--- config.mk ---
export PLATFORM = sky130hd
export DESIGN_NAME = sfc_cmd_engine
export DESIGN_NICKNAME = d
export VERILOG_FILES = /design/src/design/sfc_cmd_engine.v /design/src/design/sfc_fifo.v
export VERILOG_INCLUDE_DIRS = /design/src /design/src/design
export SDC_FILE = /design/constraint.sdc
export NUM_CORES = 2
export LEC_CHECK = 0
export BUFFER_PORTS_ARGS = -buffer_cell sky130_fd_sc_hd__buf_4
export CORE_ASPECT_RATIO = 0.5
export CORE_UTILIZATION = 25
export CTS_CLUSTER_DIAMETER = 30
export DETAILED_ROUTE_END_ITERATION = 12
export PLACE_DENSITY = 0.42
export SYNTH_ARGS = -nofsm -noshare
export SYNTH_HDL_FRONTEND = slang
export SYNTH_SLANG_ARGS = --single-unit
--- constraint.sdc ---
create_clock -name core_clk -period 8 [get_ports core_clk]
set_input_delay 1.2 -clock core_clk [delete_from_list [all_inputs] [get_ports core_clk]]
set_output_delay 1.2 -clock core_clk [all_outputs]
set_load 0.03 [all_outputs]
--- src/design/sfc_map.vh ---
`ifndef SFC_MAP_VH
`define SFC_MAP_VH

// Instruction opcodes
`define SFC_OP_DUAL_READ      8'h3B
`define SFC_OP_DUAL_IO        8'hBB
`define SFC_OP_PROGRAM        8'h02
`define SFC_OP_SECTOR_ERASE_A 8'h20
`define SFC_OP_SECTOR_ERASE_B 8'hD7
`define SFC_OP_BLOCK_ERASE    8'hD8
`define SFC_OP_CHIP_ERASE_A   8'h60
`define SFC_OP_CHIP_ERASE_B   8'hC7
`define SFC_OP_STATUS_READ    8'h05
`define SFC_OP_STATUS_WRITE   8'h01
`define SFC_OP_WRITE_UNLOCK   8'h06
`define SFC_OP_WRITE_LOCK     8'h04

// Status byte layout and reset values
`define SFC_ST_BUSY       0
`define SFC_ST_WEL        1
`define SFC_ST_PROT_LSB   2
`define SFC_ST_PROT_MSB   5
`define SFC_ST_LOCK       7
`define SFC_PROT_RST      4'h0
`define SFC_LOCK_RST      1'h0

// Last bit-count values of each phase (count starts at zero)
`define SFC_BYTE_LAST         5'h07
`define SFC_SINGLE_ADDR_LAST  5'h17
`define SFC_DUAL_ADDR_LAST    5'h0B
`define SFC_SINGLE_DUMMY_LAST 5'h07
`define SFC_DUAL_DUMMY_LAST   5'h03
`define SFC_PAIR_LAST         5'h03

// Erase kinds on the memory port
`define SFC_KIND_SECTOR 2'h1
`define SFC_KIND_BLOCK  2'h2
`define SFC_KIND_CHIP   2'h3
`define SFC_SECTOR_LSB  12
`define SFC_BLOCK_LSB   16

// Self-timed operation times in microseconds, and cycle counts
`define SFC_CLK_MHZ                125
`define SFC_PROGRAM_TIME_US        1000
`define SFC_SECTOR_ERASE_TIME_US   2000
`define SFC_BLOCK_ERASE_TIME_US    4000
`define SFC_FULL_ERASE_TIME_US     8000
`define SFC_PROGRAM_TIME_CYC       (`SFC_PROGRAM_TIME_US * `SFC_CLK_MHZ)
`define SFC_SECTOR_ERASE_TIME_CYC  (`SFC_SECTOR_ERASE_TIME_US * `SFC_CLK_MHZ)
`define SFC_BLOCK_ERASE_TIME_CYC   (`SFC_BLOCK_ERASE_TIME_US * `SFC_CLK_MHZ)
`define SFC_FULL_ERASE_TIME_CYC    (`SFC_FULL_ERASE_TIME_US * `SFC_CLK_MHZ)

`endif

--- src/design/sfc_cmd_engine.v ---
`timescale 1ns/1ns
`include "sfc_map.vh"

module sfc_cmd_engine #(
  parameter        ADDR_W      = 19,
  parameter        FIFO_DEPTH  = 8,
  parameter [31:0] PROG_CYC    = `SFC_PROGRAM_TIME_CYC,
  parameter [31:0] SECTOR_CYC  = `SFC_SECTOR_ERASE_TIME_CYC,
  parameter [31:0] BLOCK_CYC   = `SFC_BLOCK_ERASE_TIME_CYC,
  parameter [31:0] FULL_CYC    = `SFC_FULL_ERASE_TIME_CYC
) (
  input  wire              core_clk,           // Core clock
  input  wire              sys_rst,            // Synchronous reset
  input  wire              sel_n,              // Select pin, active low
  input  wire              sclk,               // Serial clock pin
  input  wire              dual_line_zero_i,   // Data line zero in
  output reg               dual_line_zero_o_q, // Data line zero out
  output reg               dual_line_zero_oe_q, // Data line zero drive
  input  wire              dual_line_one_i,    // Data line one in
  output reg               dual_line_one_o_q,  // Data line one out
  output reg               dual_line_one_oe_q, // Data line one drive
  output reg  [ADDR_W-1:0] mem_rd_addr_q,      // Array read address
  input  wire [7:0]        mem_rd_data,        // Array read data
  output wire              mem_wr_valid,       // Program word valid
  input  wire              mem_wr_ready,       // Array takes word
  output wire [ADDR_W-1:0] mem_wr_addr,        // Program address
  output wire [7:0]        mem_wr_data,        // Program byte
  output reg               mem_erase_q,        // Erase start pulse
  output reg  [1:0]        mem_erase_kind_q,   // Sector, block or chip
  output reg  [ADDR_W-1:0] mem_erase_addr_q,   // Erase base address
  output reg  [7:0]        status_q            // Live status byte
);

  // Link states
  localparam [9:0] L_IDLE  = 10'h001;
  localparam [9:0] L_CMD   = 10'h002;
  localparam [9:0] L_ADDR  = 10'h004;
  localparam [9:0] L_DUMMY = 10'h008;
  localparam [9:0] L_RDATA = 10'h010;
  localparam [9:0] L_SDATA = 10'h020;
  localparam [9:0] L_PDATA = 10'h040;
  localparam [9:0] L_WSR   = 10'h080;
  localparam [9:0] L_END   = 10'h100;
  localparam [9:0] L_IGN   = 10'h200;
  // Operation states
  localparam [2:0] O_IDLE  = 3'h1;
  localparam [2:0] O_DRAIN = 3'h2;
  localparam [2:0] O_WAIT  = 3'h4;

  // Protected-region test from the protection bits
  function prot_hit;
    input [ADDR_W-1:0] a;
    input [3:0]        p;
    reg   [ADDR_W-1:0] span;
    begin
      span = {{(ADDR_W-1){1'b0}}, 1'b1} << (ADDR_W - 4 + p[1:0]);
      if (p[2]) begin
        prot_hit = 1'b1;
      end else if (p[1:0] == 2'h0) begin
        prot_hit = 1'b0;
      end else if (p[3]) begin
        prot_hit = (a < span);
      end else begin
        prot_hit = (a >= (~span + {{(ADDR_W-1){1'b0}}, 1'b1}));
      end
    end
  endfunction

  reg  [2:0]        sclk_s_q;
  reg  [2:0]        sel_s_q;
  reg  [1:0]        d0_s_q;
  reg  [1:0]        d1_s_q;
  reg  [9:0]        st_q;
  reg  [2:0]        op_q;
  reg  [4:0]        cnt_q;
  reg  [7:0]        sh_q;
  reg  [7:0]        opc_q;
  reg               dual_q;
  reg  [23:0]       addr_q;
  reg  [7:0]        wsr_q;
  reg               wel_q;
  reg               busy_q;
  reg  [3:0]        prot_q;
  reg               lock_q;
  reg  [ADDR_W-1:0] pg_base_q;
  reg  [7:0]        pg_col_q;
  reg  [8:0]        pg_cnt_q;
  reg  [7:0]        dr_col_q;
  reg  [8:0]        dr_left_q;
  reg  [31:0]       tmr_q;
  reg  [7:0]        page_mem [0:255];
  wire              sclk_rise;
  wire              sclk_fall;
  wire              sel_rise;
  wire              sel_fall;
  wire              frame;
  wire [7:0]        in_byte;
  wire [23:0]       addr_nx;
  wire              addr_last;
  wire              is_read;
  wire              pg_we;
  wire              fifo_in_ready;
  wire [ADDR_W-1:0] tgt;
  wire [ADDR_W-1-`SFC_SECTOR_LSB:0] sector_index;
  wire [ADDR_W-1-`SFC_BLOCK_LSB:0]  block_index;

  // Edges of the synchronised pins
  assign sclk_rise = sclk_s_q[1] & ~sclk_s_q[2];
  assign sclk_fall = ~sclk_s_q[1] & sclk_s_q[2];
  assign sel_rise  = sel_s_q[1] & ~sel_s_q[2];
  assign sel_fall  = ~sel_s_q[1] & sel_s_q[2];
  assign frame     = ~sel_s_q[1];

  // Sampled bits, MSB first
  assign in_byte   = {sh_q[6:0], d0_s_q[1]};
  assign addr_nx   = dual_q ? {addr_q[21:0], d1_s_q[1], d0_s_q[1]}
                            : {addr_q[22:0], d0_s_q[1]};
  assign addr_last = (cnt_q == (dual_q ? `SFC_DUAL_ADDR_LAST : `SFC_SINGLE_ADDR_LAST));
  assign is_read   = (opc_q == `SFC_OP_DUAL_READ) | (opc_q == `SFC_OP_DUAL_IO);
  assign pg_we     = frame & ~sel_fall & sclk_rise & (st_q == L_PDATA) & (cnt_q == `SFC_BYTE_LAST);
  assign tgt          = addr_q[ADDR_W-1:0];
  assign sector_index = tgt[ADDR_W-1:`SFC_SECTOR_LSB];
  assign block_index  = tgt[ADDR_W-1:`SFC_BLOCK_LSB];

  // Two-flop synchronisers for the link pins
  always @(posedge core_clk) begin
    if (sys_rst) begin
      sclk_s_q <= 3'h0;
      sel_s_q  <= 3'h7;
      d0_s_q   <= 2'h0;
      d1_s_q   <= 2'h0;
    end else begin
      sclk_s_q <= {sclk_s_q[1:0], sclk};
      sel_s_q  <= {sel_s_q[1:0], sel_n};
      d0_s_q   <= {d0_s_q[0], dual_line_zero_i};
      d1_s_q   <= {d1_s_q[0], dual_line_one_i};
    end
  end

  // Page buffer; column wraps in the page, later bytes overwrite older
  always @(posedge core_clk) begin
    if (pg_we) begin
      page_mem[pg_col_q] <= in_byte;
    end
  end

  // Link decoder, commit on select rise, and self-timed operations
  always @(posedge core_clk) begin
    if (sys_rst) begin
      st_q <= L_IDLE;
      op_q <= O_IDLE;
      cnt_q <= 5'h00;
      sh_q <= 8'h00;
      opc_q <= 8'h00;
      dual_q <= 1'b0;
      addr_q <= 24'h000000;
      wsr_q <= 8'h00;
      wel_q <= 1'b0;
      busy_q <= 1'b0;
      prot_q <= `SFC_PROT_RST;
      lock_q <= `SFC_LOCK_RST;
      pg_base_q <= {ADDR_W{1'b0}};
      pg_col_q <= 8'h00;
      pg_cnt_q <= 9'h000;
      dr_col_q <= 8'h00;
      dr_left_q <= 9'h000;
      tmr_q <= 32'h00000000;
      mem_rd_addr_q <= {ADDR_W{1'b0}};
      mem_erase_q <= 1'b0;
      mem_erase_kind_q <= 2'h0;
      mem_erase_addr_q <= {ADDR_W{1'b0}};
      dual_line_zero_o_q <= 1'b0;
      dual_line_zero_oe_q <= 1'b0;
      dual_line_one_o_q <= 1'b0;
      dual_line_one_oe_q <= 1'b0;
    end else begin
      mem_erase_q <= 1'b0;
      if (sel_rise) begin
        // End of frame: release lines, commit only complete write commands
        st_q <= L_IDLE;
        dual_line_zero_oe_q <= 1'b0;
        dual_line_one_oe_q <= 1'b0;
        if (st_q == L_END) begin
          case (opc_q)
            `SFC_OP_WRITE_UNLOCK: begin
              wel_q <= 1'b1;
            end
            `SFC_OP_WRITE_LOCK: begin
              wel_q <= 1'b0;
            end
            `SFC_OP_STATUS_WRITE: begin
              if (wel_q) begin
                prot_q <= wsr_q[`SFC_ST_PROT_MSB:`SFC_ST_PROT_LSB];
                lock_q <= wsr_q[`SFC_ST_LOCK];
              end
              wel_q <= 1'b0;
            end
            `SFC_OP_CHIP_ERASE_A, `SFC_OP_CHIP_ERASE_B: begin
              if (wel_q && prot_q[2:0] == 3'h0) begin
                mem_erase_q <= 1'b1;
                mem_erase_kind_q <= `SFC_KIND_CHIP;
                mem_erase_addr_q <= {ADDR_W{1'b0}};
                tmr_q <= FULL_CYC;
                busy_q <= 1'b1;
                op_q <= O_WAIT;
              end else begin
                wel_q <= 1'b0;
              end
            end
            `SFC_OP_SECTOR_ERASE_A, `SFC_OP_SECTOR_ERASE_B: begin
              if (wel_q && !prot_hit(tgt, prot_q)) begin
                mem_erase_q <= 1'b1;
                mem_erase_kind_q <= `SFC_KIND_SECTOR;
                mem_erase_addr_q <= {sector_index, {`SFC_SECTOR_LSB{1'b0}}};
                tmr_q <= SECTOR_CYC;
                busy_q <= 1'b1;
                op_q <= O_WAIT;
              end else begin
                wel_q <= 1'b0;
              end
            end
            `SFC_OP_BLOCK_ERASE: begin
              if (wel_q && !prot_hit(tgt, prot_q)) begin
                mem_erase_q <= 1'b1;
                mem_erase_kind_q <= `SFC_KIND_BLOCK;
                mem_erase_addr_q <= {block_index, {`SFC_BLOCK_LSB{1'b0}}};
                tmr_q <= BLOCK_CYC;
                busy_q <= 1'b1;
                op_q <= O_WAIT;
              end else begin
                wel_q <= 1'b0;
              end
            end
            default: begin
              wel_q <= wel_q;
            end
          endcase
        end else if (st_q == L_PDATA) begin
          // Whole bytes only; a partial last byte never reached the buffer
          if (wel_q && pg_cnt_q != 9'h000 && !prot_hit(pg_base_q, prot_q)) begin
            dr_col_q <= pg_base_q[7:0];
            dr_left_q <= pg_cnt_q;
            busy_q <= 1'b1;
            op_q <= O_DRAIN;
          end else if (wel_q) begin
            wel_q <= 1'b0;
          end
        end
      end else if (sel_fall) begin
        st_q <= L_CMD;
        cnt_q <= 5'h00;
        dual_q <= 1'b0;
      end else if (frame && sclk_rise) begin
        // Rising serial clock: sample opcode, address and data
        case (st_q)
          L_CMD: begin
            sh_q <= in_byte;
            cnt_q <= cnt_q + 5'h01;
            if (cnt_q == `SFC_BYTE_LAST) begin
              cnt_q <= 5'h00;
              opc_q <= in_byte;
              if (busy_q && in_byte != `SFC_OP_STATUS_READ) begin
                st_q <= L_IGN;
              end else begin
                case (in_byte)
                  `SFC_OP_DUAL_READ, `SFC_OP_PROGRAM, `SFC_OP_SECTOR_ERASE_A,
                  `SFC_OP_SECTOR_ERASE_B, `SFC_OP_BLOCK_ERASE: begin
                    st_q <= L_ADDR;
                  end
                  `SFC_OP_DUAL_IO: begin
                    st_q <= L_ADDR;
                    dual_q <= 1'b1;
                  end
                  `SFC_OP_STATUS_READ: begin
                    st_q <= L_SDATA;
                  end
                  `SFC_OP_STATUS_WRITE: begin
                    st_q <= L_WSR;
                  end
                  `SFC_OP_WRITE_UNLOCK, `SFC_OP_WRITE_LOCK,
                  `SFC_OP_CHIP_ERASE_A, `SFC_OP_CHIP_ERASE_B: begin
                    st_q <= L_END;
                  end
                  default: begin
                    st_q <= L_IGN;
                  end
                endcase
              end
            end
          end
          L_ADDR: begin
            addr_q <= addr_nx;
            cnt_q <= cnt_q + 5'h01;
            if (addr_last) begin
              cnt_q <= 5'h00;
              mem_rd_addr_q <= addr_nx[ADDR_W-1:0];
              pg_base_q <= addr_nx[ADDR_W-1:0];
              pg_col_q <= addr_nx[7:0];
              pg_cnt_q <= 9'h000;
              if (is_read) begin
                st_q <= L_DUMMY;
              end else if (opc_q == `SFC_OP_PROGRAM) begin
                st_q <= L_PDATA;
              end else begin
                st_q <= L_END;
              end
            end
          end
          L_DUMMY: begin
            // Dummy values ignored; byte of eight clocks or dual cycle of four
            cnt_q <= cnt_q + 5'h01;
            if (cnt_q == (dual_q ? `SFC_DUAL_DUMMY_LAST : `SFC_SINGLE_DUMMY_LAST)) begin
              cnt_q <= 5'h00;
              st_q <= L_RDATA;
            end
          end
          L_PDATA: begin
            sh_q <= in_byte;
            cnt_q <= cnt_q + 5'h01;
            if (cnt_q == `SFC_BYTE_LAST) begin
              cnt_q <= 5'h00;
              pg_col_q <= pg_col_q + 8'h01;
              if (pg_cnt_q != 9'h100) begin
                pg_cnt_q <= pg_cnt_q + 9'h001;
              end
            end
          end
          L_WSR: begin
            sh_q <= in_byte;
            cnt_q <= cnt_q + 5'h01;
            if (cnt_q == `SFC_BYTE_LAST) begin
              cnt_q <= 5'h00;
              wsr_q <= in_byte;
              st_q <= L_END;
            end
          end
          L_END: begin
            st_q <= L_IGN;
          end
          default: begin
            st_q <= st_q;
          end
        endcase
      end else if (frame && sclk_fall) begin
        // Falling serial clock: shift data out
        if (st_q == L_RDATA) begin
          dual_line_zero_oe_q <= 1'b1;
          dual_line_one_oe_q <= 1'b1;
          cnt_q <= (cnt_q == `SFC_PAIR_LAST) ? 5'h00 : cnt_q + 5'h01;
          if (cnt_q == 5'h00) begin
            dual_line_one_o_q <= mem_rd_data[7];
            dual_line_zero_o_q <= mem_rd_data[6];
            sh_q <= {mem_rd_data[5:0], 2'h0};
            mem_rd_addr_q <= mem_rd_addr_q + {{(ADDR_W-1){1'b0}}, 1'b1};
          end else begin
            dual_line_one_o_q <= sh_q[7];
            dual_line_zero_o_q <= sh_q[6];
            sh_q <= {sh_q[5:0], 2'h0};
          end
        end else if (st_q == L_SDATA) begin
          dual_line_one_oe_q <= 1'b1;
          cnt_q <= (cnt_q == `SFC_BYTE_LAST) ? 5'h00 : cnt_q + 5'h01;
          if (cnt_q == 5'h00) begin
            dual_line_one_o_q <= status_q[7];
            sh_q <= {status_q[6:0], 1'b0};
          end else begin
            dual_line_one_o_q <= sh_q[7];
            sh_q <= {sh_q[6:0], 1'b0};
          end
        end
      end
      // Self-timed operation: drain page into the FIFO, then wait
      case (op_q)
        O_IDLE: begin
          // No assignment here, so a start made above in this cycle survives
        end
        O_DRAIN: begin
          if (fifo_in_ready) begin
            dr_col_q <= dr_col_q + 8'h01;
            dr_left_q <= dr_left_q - 9'h001;
            if (dr_left_q == 9'h001) begin
              tmr_q <= PROG_CYC;
              op_q <= O_WAIT;
            end
          end
        end
        O_WAIT: begin
          tmr_q <= tmr_q - 32'h00000001;
          if (tmr_q <= 32'h00000001) begin
            busy_q <= 1'b0;
            wel_q <= 1'b0;
            op_q <= O_IDLE;
          end
        end
        default: begin
          op_q <= O_IDLE;
        end
      endcase
    end
  end

  // Status byte image
  always @(posedge core_clk) begin
    if (sys_rst) begin
      status_q <= 8'h00;
    end else begin
      status_q <= {lock_q, 1'b0, prot_q, wel_q, busy_q};
    end
  end

  // Program words toward the array
  sfc_fifo #(
    .WIDTH (ADDR_W + 8),
    .DEPTH (FIFO_DEPTH),
    .PTR_W (3)
  ) u_fifo (
    .core_clk    (core_clk),
    .sys_rst     (sys_rst),
    .in_valid    (op_q == O_DRAIN),
    .in_ready    (fifo_in_ready),
    .in_data     ({pg_base_q[ADDR_W-1:8], dr_col_q, page_mem[dr_col_q]}),
    .out_valid_q (mem_wr_valid),
    .out_ready   (mem_wr_ready),
    .out_data_q  ({mem_wr_addr, mem_wr_data})
  );

endmodule // sfc_cmd_engine

--- src/design/sfc_fifo.v ---
`timescale 1ns/1ns

module sfc_fifo #(
  parameter WIDTH = 27,
  parameter DEPTH = 8,
  parameter PTR_W = 3
) (
  input  wire             core_clk,    // Core clock
  input  wire             sys_rst,     // Synchronous reset
  input  wire             in_valid,    // Write side valid
  output wire             in_ready,    // Room for one more word
  input  wire [WIDTH-1:0] in_data,     // Write side word
  output reg              out_valid_q, // Read side valid
  input  wire             out_ready,   // Read side accepts
  output reg  [WIDTH-1:0] out_data_q   // Read side word
);

  reg [WIDTH-1:0] mem [0:DEPTH-1];
  reg [PTR_W-1:0] wr_ptr_q;
  reg [PTR_W-1:0] rd_ptr_q;
  reg [PTR_W:0]   count_q;
  wire            push;
  wire            load;

  // Handshake terms
  assign in_ready = (count_q != DEPTH[PTR_W:0]);
  assign push     = in_valid & in_ready;
  assign load     = (count_q != {(PTR_W+1){1'b0}}) & (~out_valid_q | out_ready);

  // Storage write
  always @(posedge core_clk) begin
    if (push) begin
      mem[wr_ptr_q] <= in_data;
    end
  end

  // Pointers, count and registered output stage
  always @(posedge core_clk) begin
    if (sys_rst) begin
      wr_ptr_q    <= {PTR_W{1'b0}};
      rd_ptr_q    <= {PTR_W{1'b0}};
      count_q     <= {(PTR_W+1){1'b0}};
      out_valid_q <= 1'b0;
      out_data_q  <= {WIDTH{1'b0}};
    end else begin
      if (push) begin
        wr_ptr_q <= wr_ptr_q + {{(PTR_W-1){1'b0}}, 1'b1};
      end
      if (load) begin
        out_data_q  <= mem[rd_ptr_q];
        out_valid_q <= 1'b1;
        rd_ptr_q    <= rd_ptr_q + {{(PTR_W-1){1'b0}}, 1'b1};
      end else if (out_ready) begin
        out_valid_q <= 1'b0;
      end
      if (push & ~load) begin
        count_q <= count_q + {{PTR_W{1'b0}}, 1'b1};
      end else if (load & ~push) begin
        count_q <= count_q - {{PTR_W{1'b0}}, 1'b1};
      end
    end
  end

endmodule // sfc_fifo

* Word-level counts from Yosys, hierarchy flattened
Memory sizes are Yosys's and may differ from the RTL's. A register that Yosys moved wholly into a read port is not among the register bits. Index checks and enable logic that the tools add are counted.
Storage, ports and cells: flip-flop bits (word level) 228, bits in writable memories 2264, bits of input ports 15, output and inout port bits 81, logic and storage cells 353, memories 2
Memory list:
- page_mem | words 256, width 8, read ports 1, clocked after memory_dff 1, write ports 1, line sfc_cmd_engine.v:91 | reg [7:0] page_mem [0:255];
- u_fifo.mem | words 8, width 27, read ports 1, clocked after memory_dff 1, write ports 1, line sfc_fifo.v:18 | reg [WIDTH-1:0] mem [0:DEPTH-1];
Cells by class: $add $sub $neg 13, magnitude comparators 5, equal/unequal tests 60, shift-type cells 1, multiplexer cells 149, bitwise operators 26, reduce and logical (&&, ||, !) cells 60
Operators with widths (number):
- $mux 32 | 7
- $mux 19 | 10
- $mux 8 | 16
- $mux 9 | 11
- $pmux 32 s3 | 1
- $eq 8x8->1 const B | 8
- $pmux 32 s2 | 1
- $mux 1 | 58
- $pmux 19 s3 | 1
- $mux 10 | 5
- $mux 5 | 10
- $pmux 10 s5 | 1
- $eq 8x3->1 const B | 5
- $pmux 10 s4 | 1
- $add 19x1->19 const B | 2
- $ge 19x19->1 | 2
- $lt 19x19->1 | 2
- $mux 3 | 11
- $eq 8x6->1 const B | 4
- $le 32x1->1 const B | 1
- $sub 32x1->32 const B | 1
- $reduce_and 5->1 | 6
- $reduce_and 6->1 | 5
- $reduce_bool 2->1 | 11
- other kinds (64) | 134

* Depth between registers and ports, before layout
word-level depth 21, depth in mapped cells 14

* Hierarchy
From an unflattened synthesis, not the netlist that was laid out.
Unflattened totals: cell total of the unflattened synthesis 5401, area total of the unflattened synthesis 100261.2 um^2
By module, submodules not included:
- sfc_cmd_engine | times used 1, cells an instance 4924, area an instance 90699.5 um^2
- sfc_fifo | times used 1, cells an instance 477, area an instance 9561.7 um^2

* Worst setup path after synthesis
No wires, ideal clock.
path kind register to register, from reg sh_q[2], to reg st_q[8], library setup time 0.129 ns, arrival 4.902 ns, required time 7.871 ns, slack 2.969 ns, cell stages (with the launch flop) 10, buffers on the path 1, period minus slack after synthesis 5.031 ns, cell sequence dfxtp_1 > buf_2 > or4_4 > or4b_1 > o21ai_0 > nand2b_1 > nor2_1 > nor3_1 > or2_1 > a21oi_1
Between the ends: cells in the longest elaborated chain, start to end 6
Ends and longest elaborated chain:
- start: declaration | line sfc_cmd_engine.v:76 | reg [7:0] sh_q;
- start signal: assignment | line sfc_cmd_engine.v:257 | sh_q <= in_byte;
- start signal: assignment | line sfc_cmd_engine.v:318 | sh_q <= in_byte;
- start signal: assignment | line sfc_cmd_engine.v:329 | sh_q <= in_byte;
- $eq 8x8->1 (tied with other cells) | line sfc_cmd_engine.v:265 | case (in_byte)
- $reduce_or 6->1 (no source line) or $reduce_or 4->1 (tied branches)
- $pmux 10 s4 | line sfc_cmd_engine.v:265
- $mux 10 (*) | line sfc_cmd_engine.v:262 | if (busy_q && in_byte != `SFC_OP_STATUS_READ) begin
- $mux 10 (*) | line sfc_cmd_engine.v:259 | if (cnt_q == `SFC_BYTE_LAST) begin
- $pmux 10 s5 (*) | line sfc_cmd_engine.v:255 | case (st_q)
- end signal: assignment | line sfc_cmd_engine.v:341 | st_q <= st_q;
- end: declaration | line sfc_cmd_engine.v:73 | reg [9:0] st_q;
Mark *: on every way between the ends. The rest lies on a longest branch, timed or not. The select of a mux whose other input is x is not followed. A chain may end at the register's enable or synchronous reset.

==> summary.md <==
| Metric | Value |
|---|---|
| Area Overhead vs Synth | `24.7%` |
| Die W | `896 um` |
| Num CTS Buffers | `525` |
| Final wirelength | `308000 um` |
| CTS HTree Levels | `6` |
| Postcts setup bufs | `0` |
| Largest net degree at the start of global routing | `150` |
| Vias after detailed routing | `54400` |
| Worst Path Arrival | `6.17 ns` |
| First-pass GRT wire length | `437000 um` |
| Worst-path clk slew | `0.05 ns` |
| Max Cap Viol | `0` |
| Total grt overflow | `0` |
| Outcome | `completed` |
| Crit Path Max Fanout | `34` |
| FF+latch area | `72800 sq um` |
| Pwr Density | `295 nW/um^2` |
| CTS Buffer Depth | `4` |
| Final setup violation count | `0` |
| Worst min-delay path class | `register to register` |
| Post-synth top cells | `edfxtp_1, mux4_2, nor2_1` |
| Core area | `396000 sq um` |
| TritonCTS Sinks | `2503` |
| Die Area | `402000 sq um` |
| Post-DP HPWL | `189000 um` |
| Cells after DPL | `10600` |
| Fill count | `38300` |
| Period utilization | `0.710` |
| Syn avg cell area | `18.4 sq um` |
| DRC errors left | `0` |
| PortBufs | `82` |
| Synthesized area | `99900 sq um` |
| Hold Buf Count CTS | `0` |
| Async S/R FF share, synth | `0` |
| Row cnt | `163` |
| EDFF count, synth | `2264` |
| Post-DRT Antenna Nets | `0` |
| Critical path class | `register to register` |
| FMAX | `176 MHz` |
| Worst-case clock skew | `0.0636 ns` |
| Post-route setup TNS | `0 ns` |
| Synth top area share | `0.681` |
| Synth Flop Type | `edfxtp_1` |
| Critical Path Start Type | `register` |
| Final worst path period need | `5.68 ns` |
| CP Capture Type | `register` |
| Peak VDD IR | `0.176 mV` |
| Layout cell share with drive strength beyond 1 | `0.273` |
| Post-route insts no fill | `11600` |
| Final GP Congestion | `0.763` |
| Number of global-route vias before repair | `56500` |
| Most numerous cell in the Yosys netlist | `edfxtp_1` |
| Unrepaired setup endpoints after global routing | `false` |
| Clock Latency Late Sink | `0.91 ns` |
| Antenna violations before repair | `10` |
| Starting DRT DRC Count | `4619` |
| Initial Util | `0.252` |
| Hold Vio Cnt, Final | `0` |
| Leakage power | `41.1 nW` |
| Io pins | `96` |
| Initial DRT Pass Iterations | `5` |
| Top post-synthesis cells by area | `edfxtp_1, mux4_2, dfxtp_1` |
| Slew HR | `0.102` |
| Cells after Synth | `5435` |
| Slew @ Worst Pin | `1.34 ns` |
| Seq/Total Area, Yosys | `0.729` |
| Post-synthesis register bit count | `2503` |
| Chip height | `449 um` |
| Avg WL per Cell | `26.6 um` |
| Post-CTS sizing | `0` |
| Tot GR Track Use | `0.150` |
| Multi-input logic area | `25800 sq um` |
| Vias per inst | `4.70` |
| Nets@finish | `5973` |
| Fin. max-slew vios | `0` |
| Synthesis warning total | `0` |
| Data required time of the worst path | `8.49 ns` |
| Yosys cell types | `95` |
| CTS Root Cell | `clkbuf_16` |
| CTS tree | `built` |
| Area leader, netlist | `edfxtp_1` |
## worst paths after layout
| check | slack (ns) | to | start | depth (start not counted) |
|---|---|---|---|---|
| setup reg to reg | 2.32 | u_fifo.mem[0][3] | dr_col_q[0] | 9 |
| hold / removal | 0.44 | d0_s_q[1] | d0_s_q[0] | 1 |
| hold reg to reg | 0.44 | d0_s_q[1] | d0_s_q[0] | 1 |
| setup / recovery | 2.32 | u_fifo.mem[0][3] | dr_col_q[0] | 9 |
## routing by layer
layer	vias up	part of all wire	global-route usage
met5	-	0	0
met4	0	0.026	0.0428
met3	485	0.053	0.0283
met2	1596	0.47	0.239
met1	29000	0.45	0.208
li1	23300	-	-
## critical path, cell delays in order, from the launching register on
cell	delay (ns)
dfxtp_4	0.86
buf_12	0.34
buf_12	0.28
buf_4	0.41
mux4_2	0.58
a22o_1	0.30
a221oi_1	0.60
o22ai_1	0.29
nor3_1	1.10
o31ai_2	0.38
## per-stage QoR
stage,hold slack (ns),setup WS (ns),cell area [sq um],power [mW],utilization
final,0.438,2.32,124000,36.7,0.314
after global routing,0.453,2.13,124000,37.8,0.314
after CTS,0.430,2.25,124000,37.1,0.314
after detailed placement,0.429,2.28,107000,15.6,0.271
after global placement,0.418,2.27,107000,15.6,0.270
after floorplan,0.389,2.97,100000,15.2,-
## layout by cell type, fill, tap and decap left out, drive strengths merged, types with 19 or more instances in the layout
cell and count:
o31ai 19, nor3 74, o21ai 104, mux2i 96, a21oi 139, nand2 172, o22ai 27, buf 213
inv 77, bufinv 59, mux4 597, a22oi 89, clkinv 164, edfxtp 2264, conb 49, clkinvlp 43
nor4 29, nand3 75, nor2 519, nor2b 36, dfxtp 239, clkbuf 632, nand4 34, a221oi 57
a211oi 89, a22o 52, nand2b 23, ha 72
## logic make-up after synthesis
kind of cell,count (synthesis),synth area share
flops,2503,0.729
simple gates,1064,0.0499
mux,704,0.145
compound gates,684,0.0472
buf+inv,376,0.0169
fa+ha+maj,73,0.00922
xor+xnor,29,0.00254
other cells,2,0.0000752
## power breakdown
part           switching [mW]  leakage (nW)  internal [mW]
sequential              0.134          24.5           14.2
combinational           0.625          8.22          0.422
clock                    6.97          8.40           14.3
total                    7.73          41.1           28.9
## cell type report
class,count,area share
antenna,3,0.0000603
clock buffer,631,0.113
tap,5280,0.0531
timing repair buffer,214,0.0144
clock inverter,305,0.0266
inverter,38,0.00115
multi-input combinational,2603,0.207
sequential,2503,0.585
## sequential cells by signal, summed over array words and instances, names as in the netlist, 4 cells and up
signal and flops:
mem_erase_addr_q 7, mem_rd_addr_q 19, u_fifo.count_q 4, u_fifo.mem 216
pg_cnt_q 9, prot_q 4, dr_left_q 9, u_fifo.out_data_q 27
status_q 7, addr_q 19, opc_q 8, sh_q 8
tmr_q 32, dr_col_q 8, wsr_q 5, cnt_q 5
page_mem 2048, st_q 10, pg_col_q 8, pg_base_q 19
(Power assumes the default switching activity.)
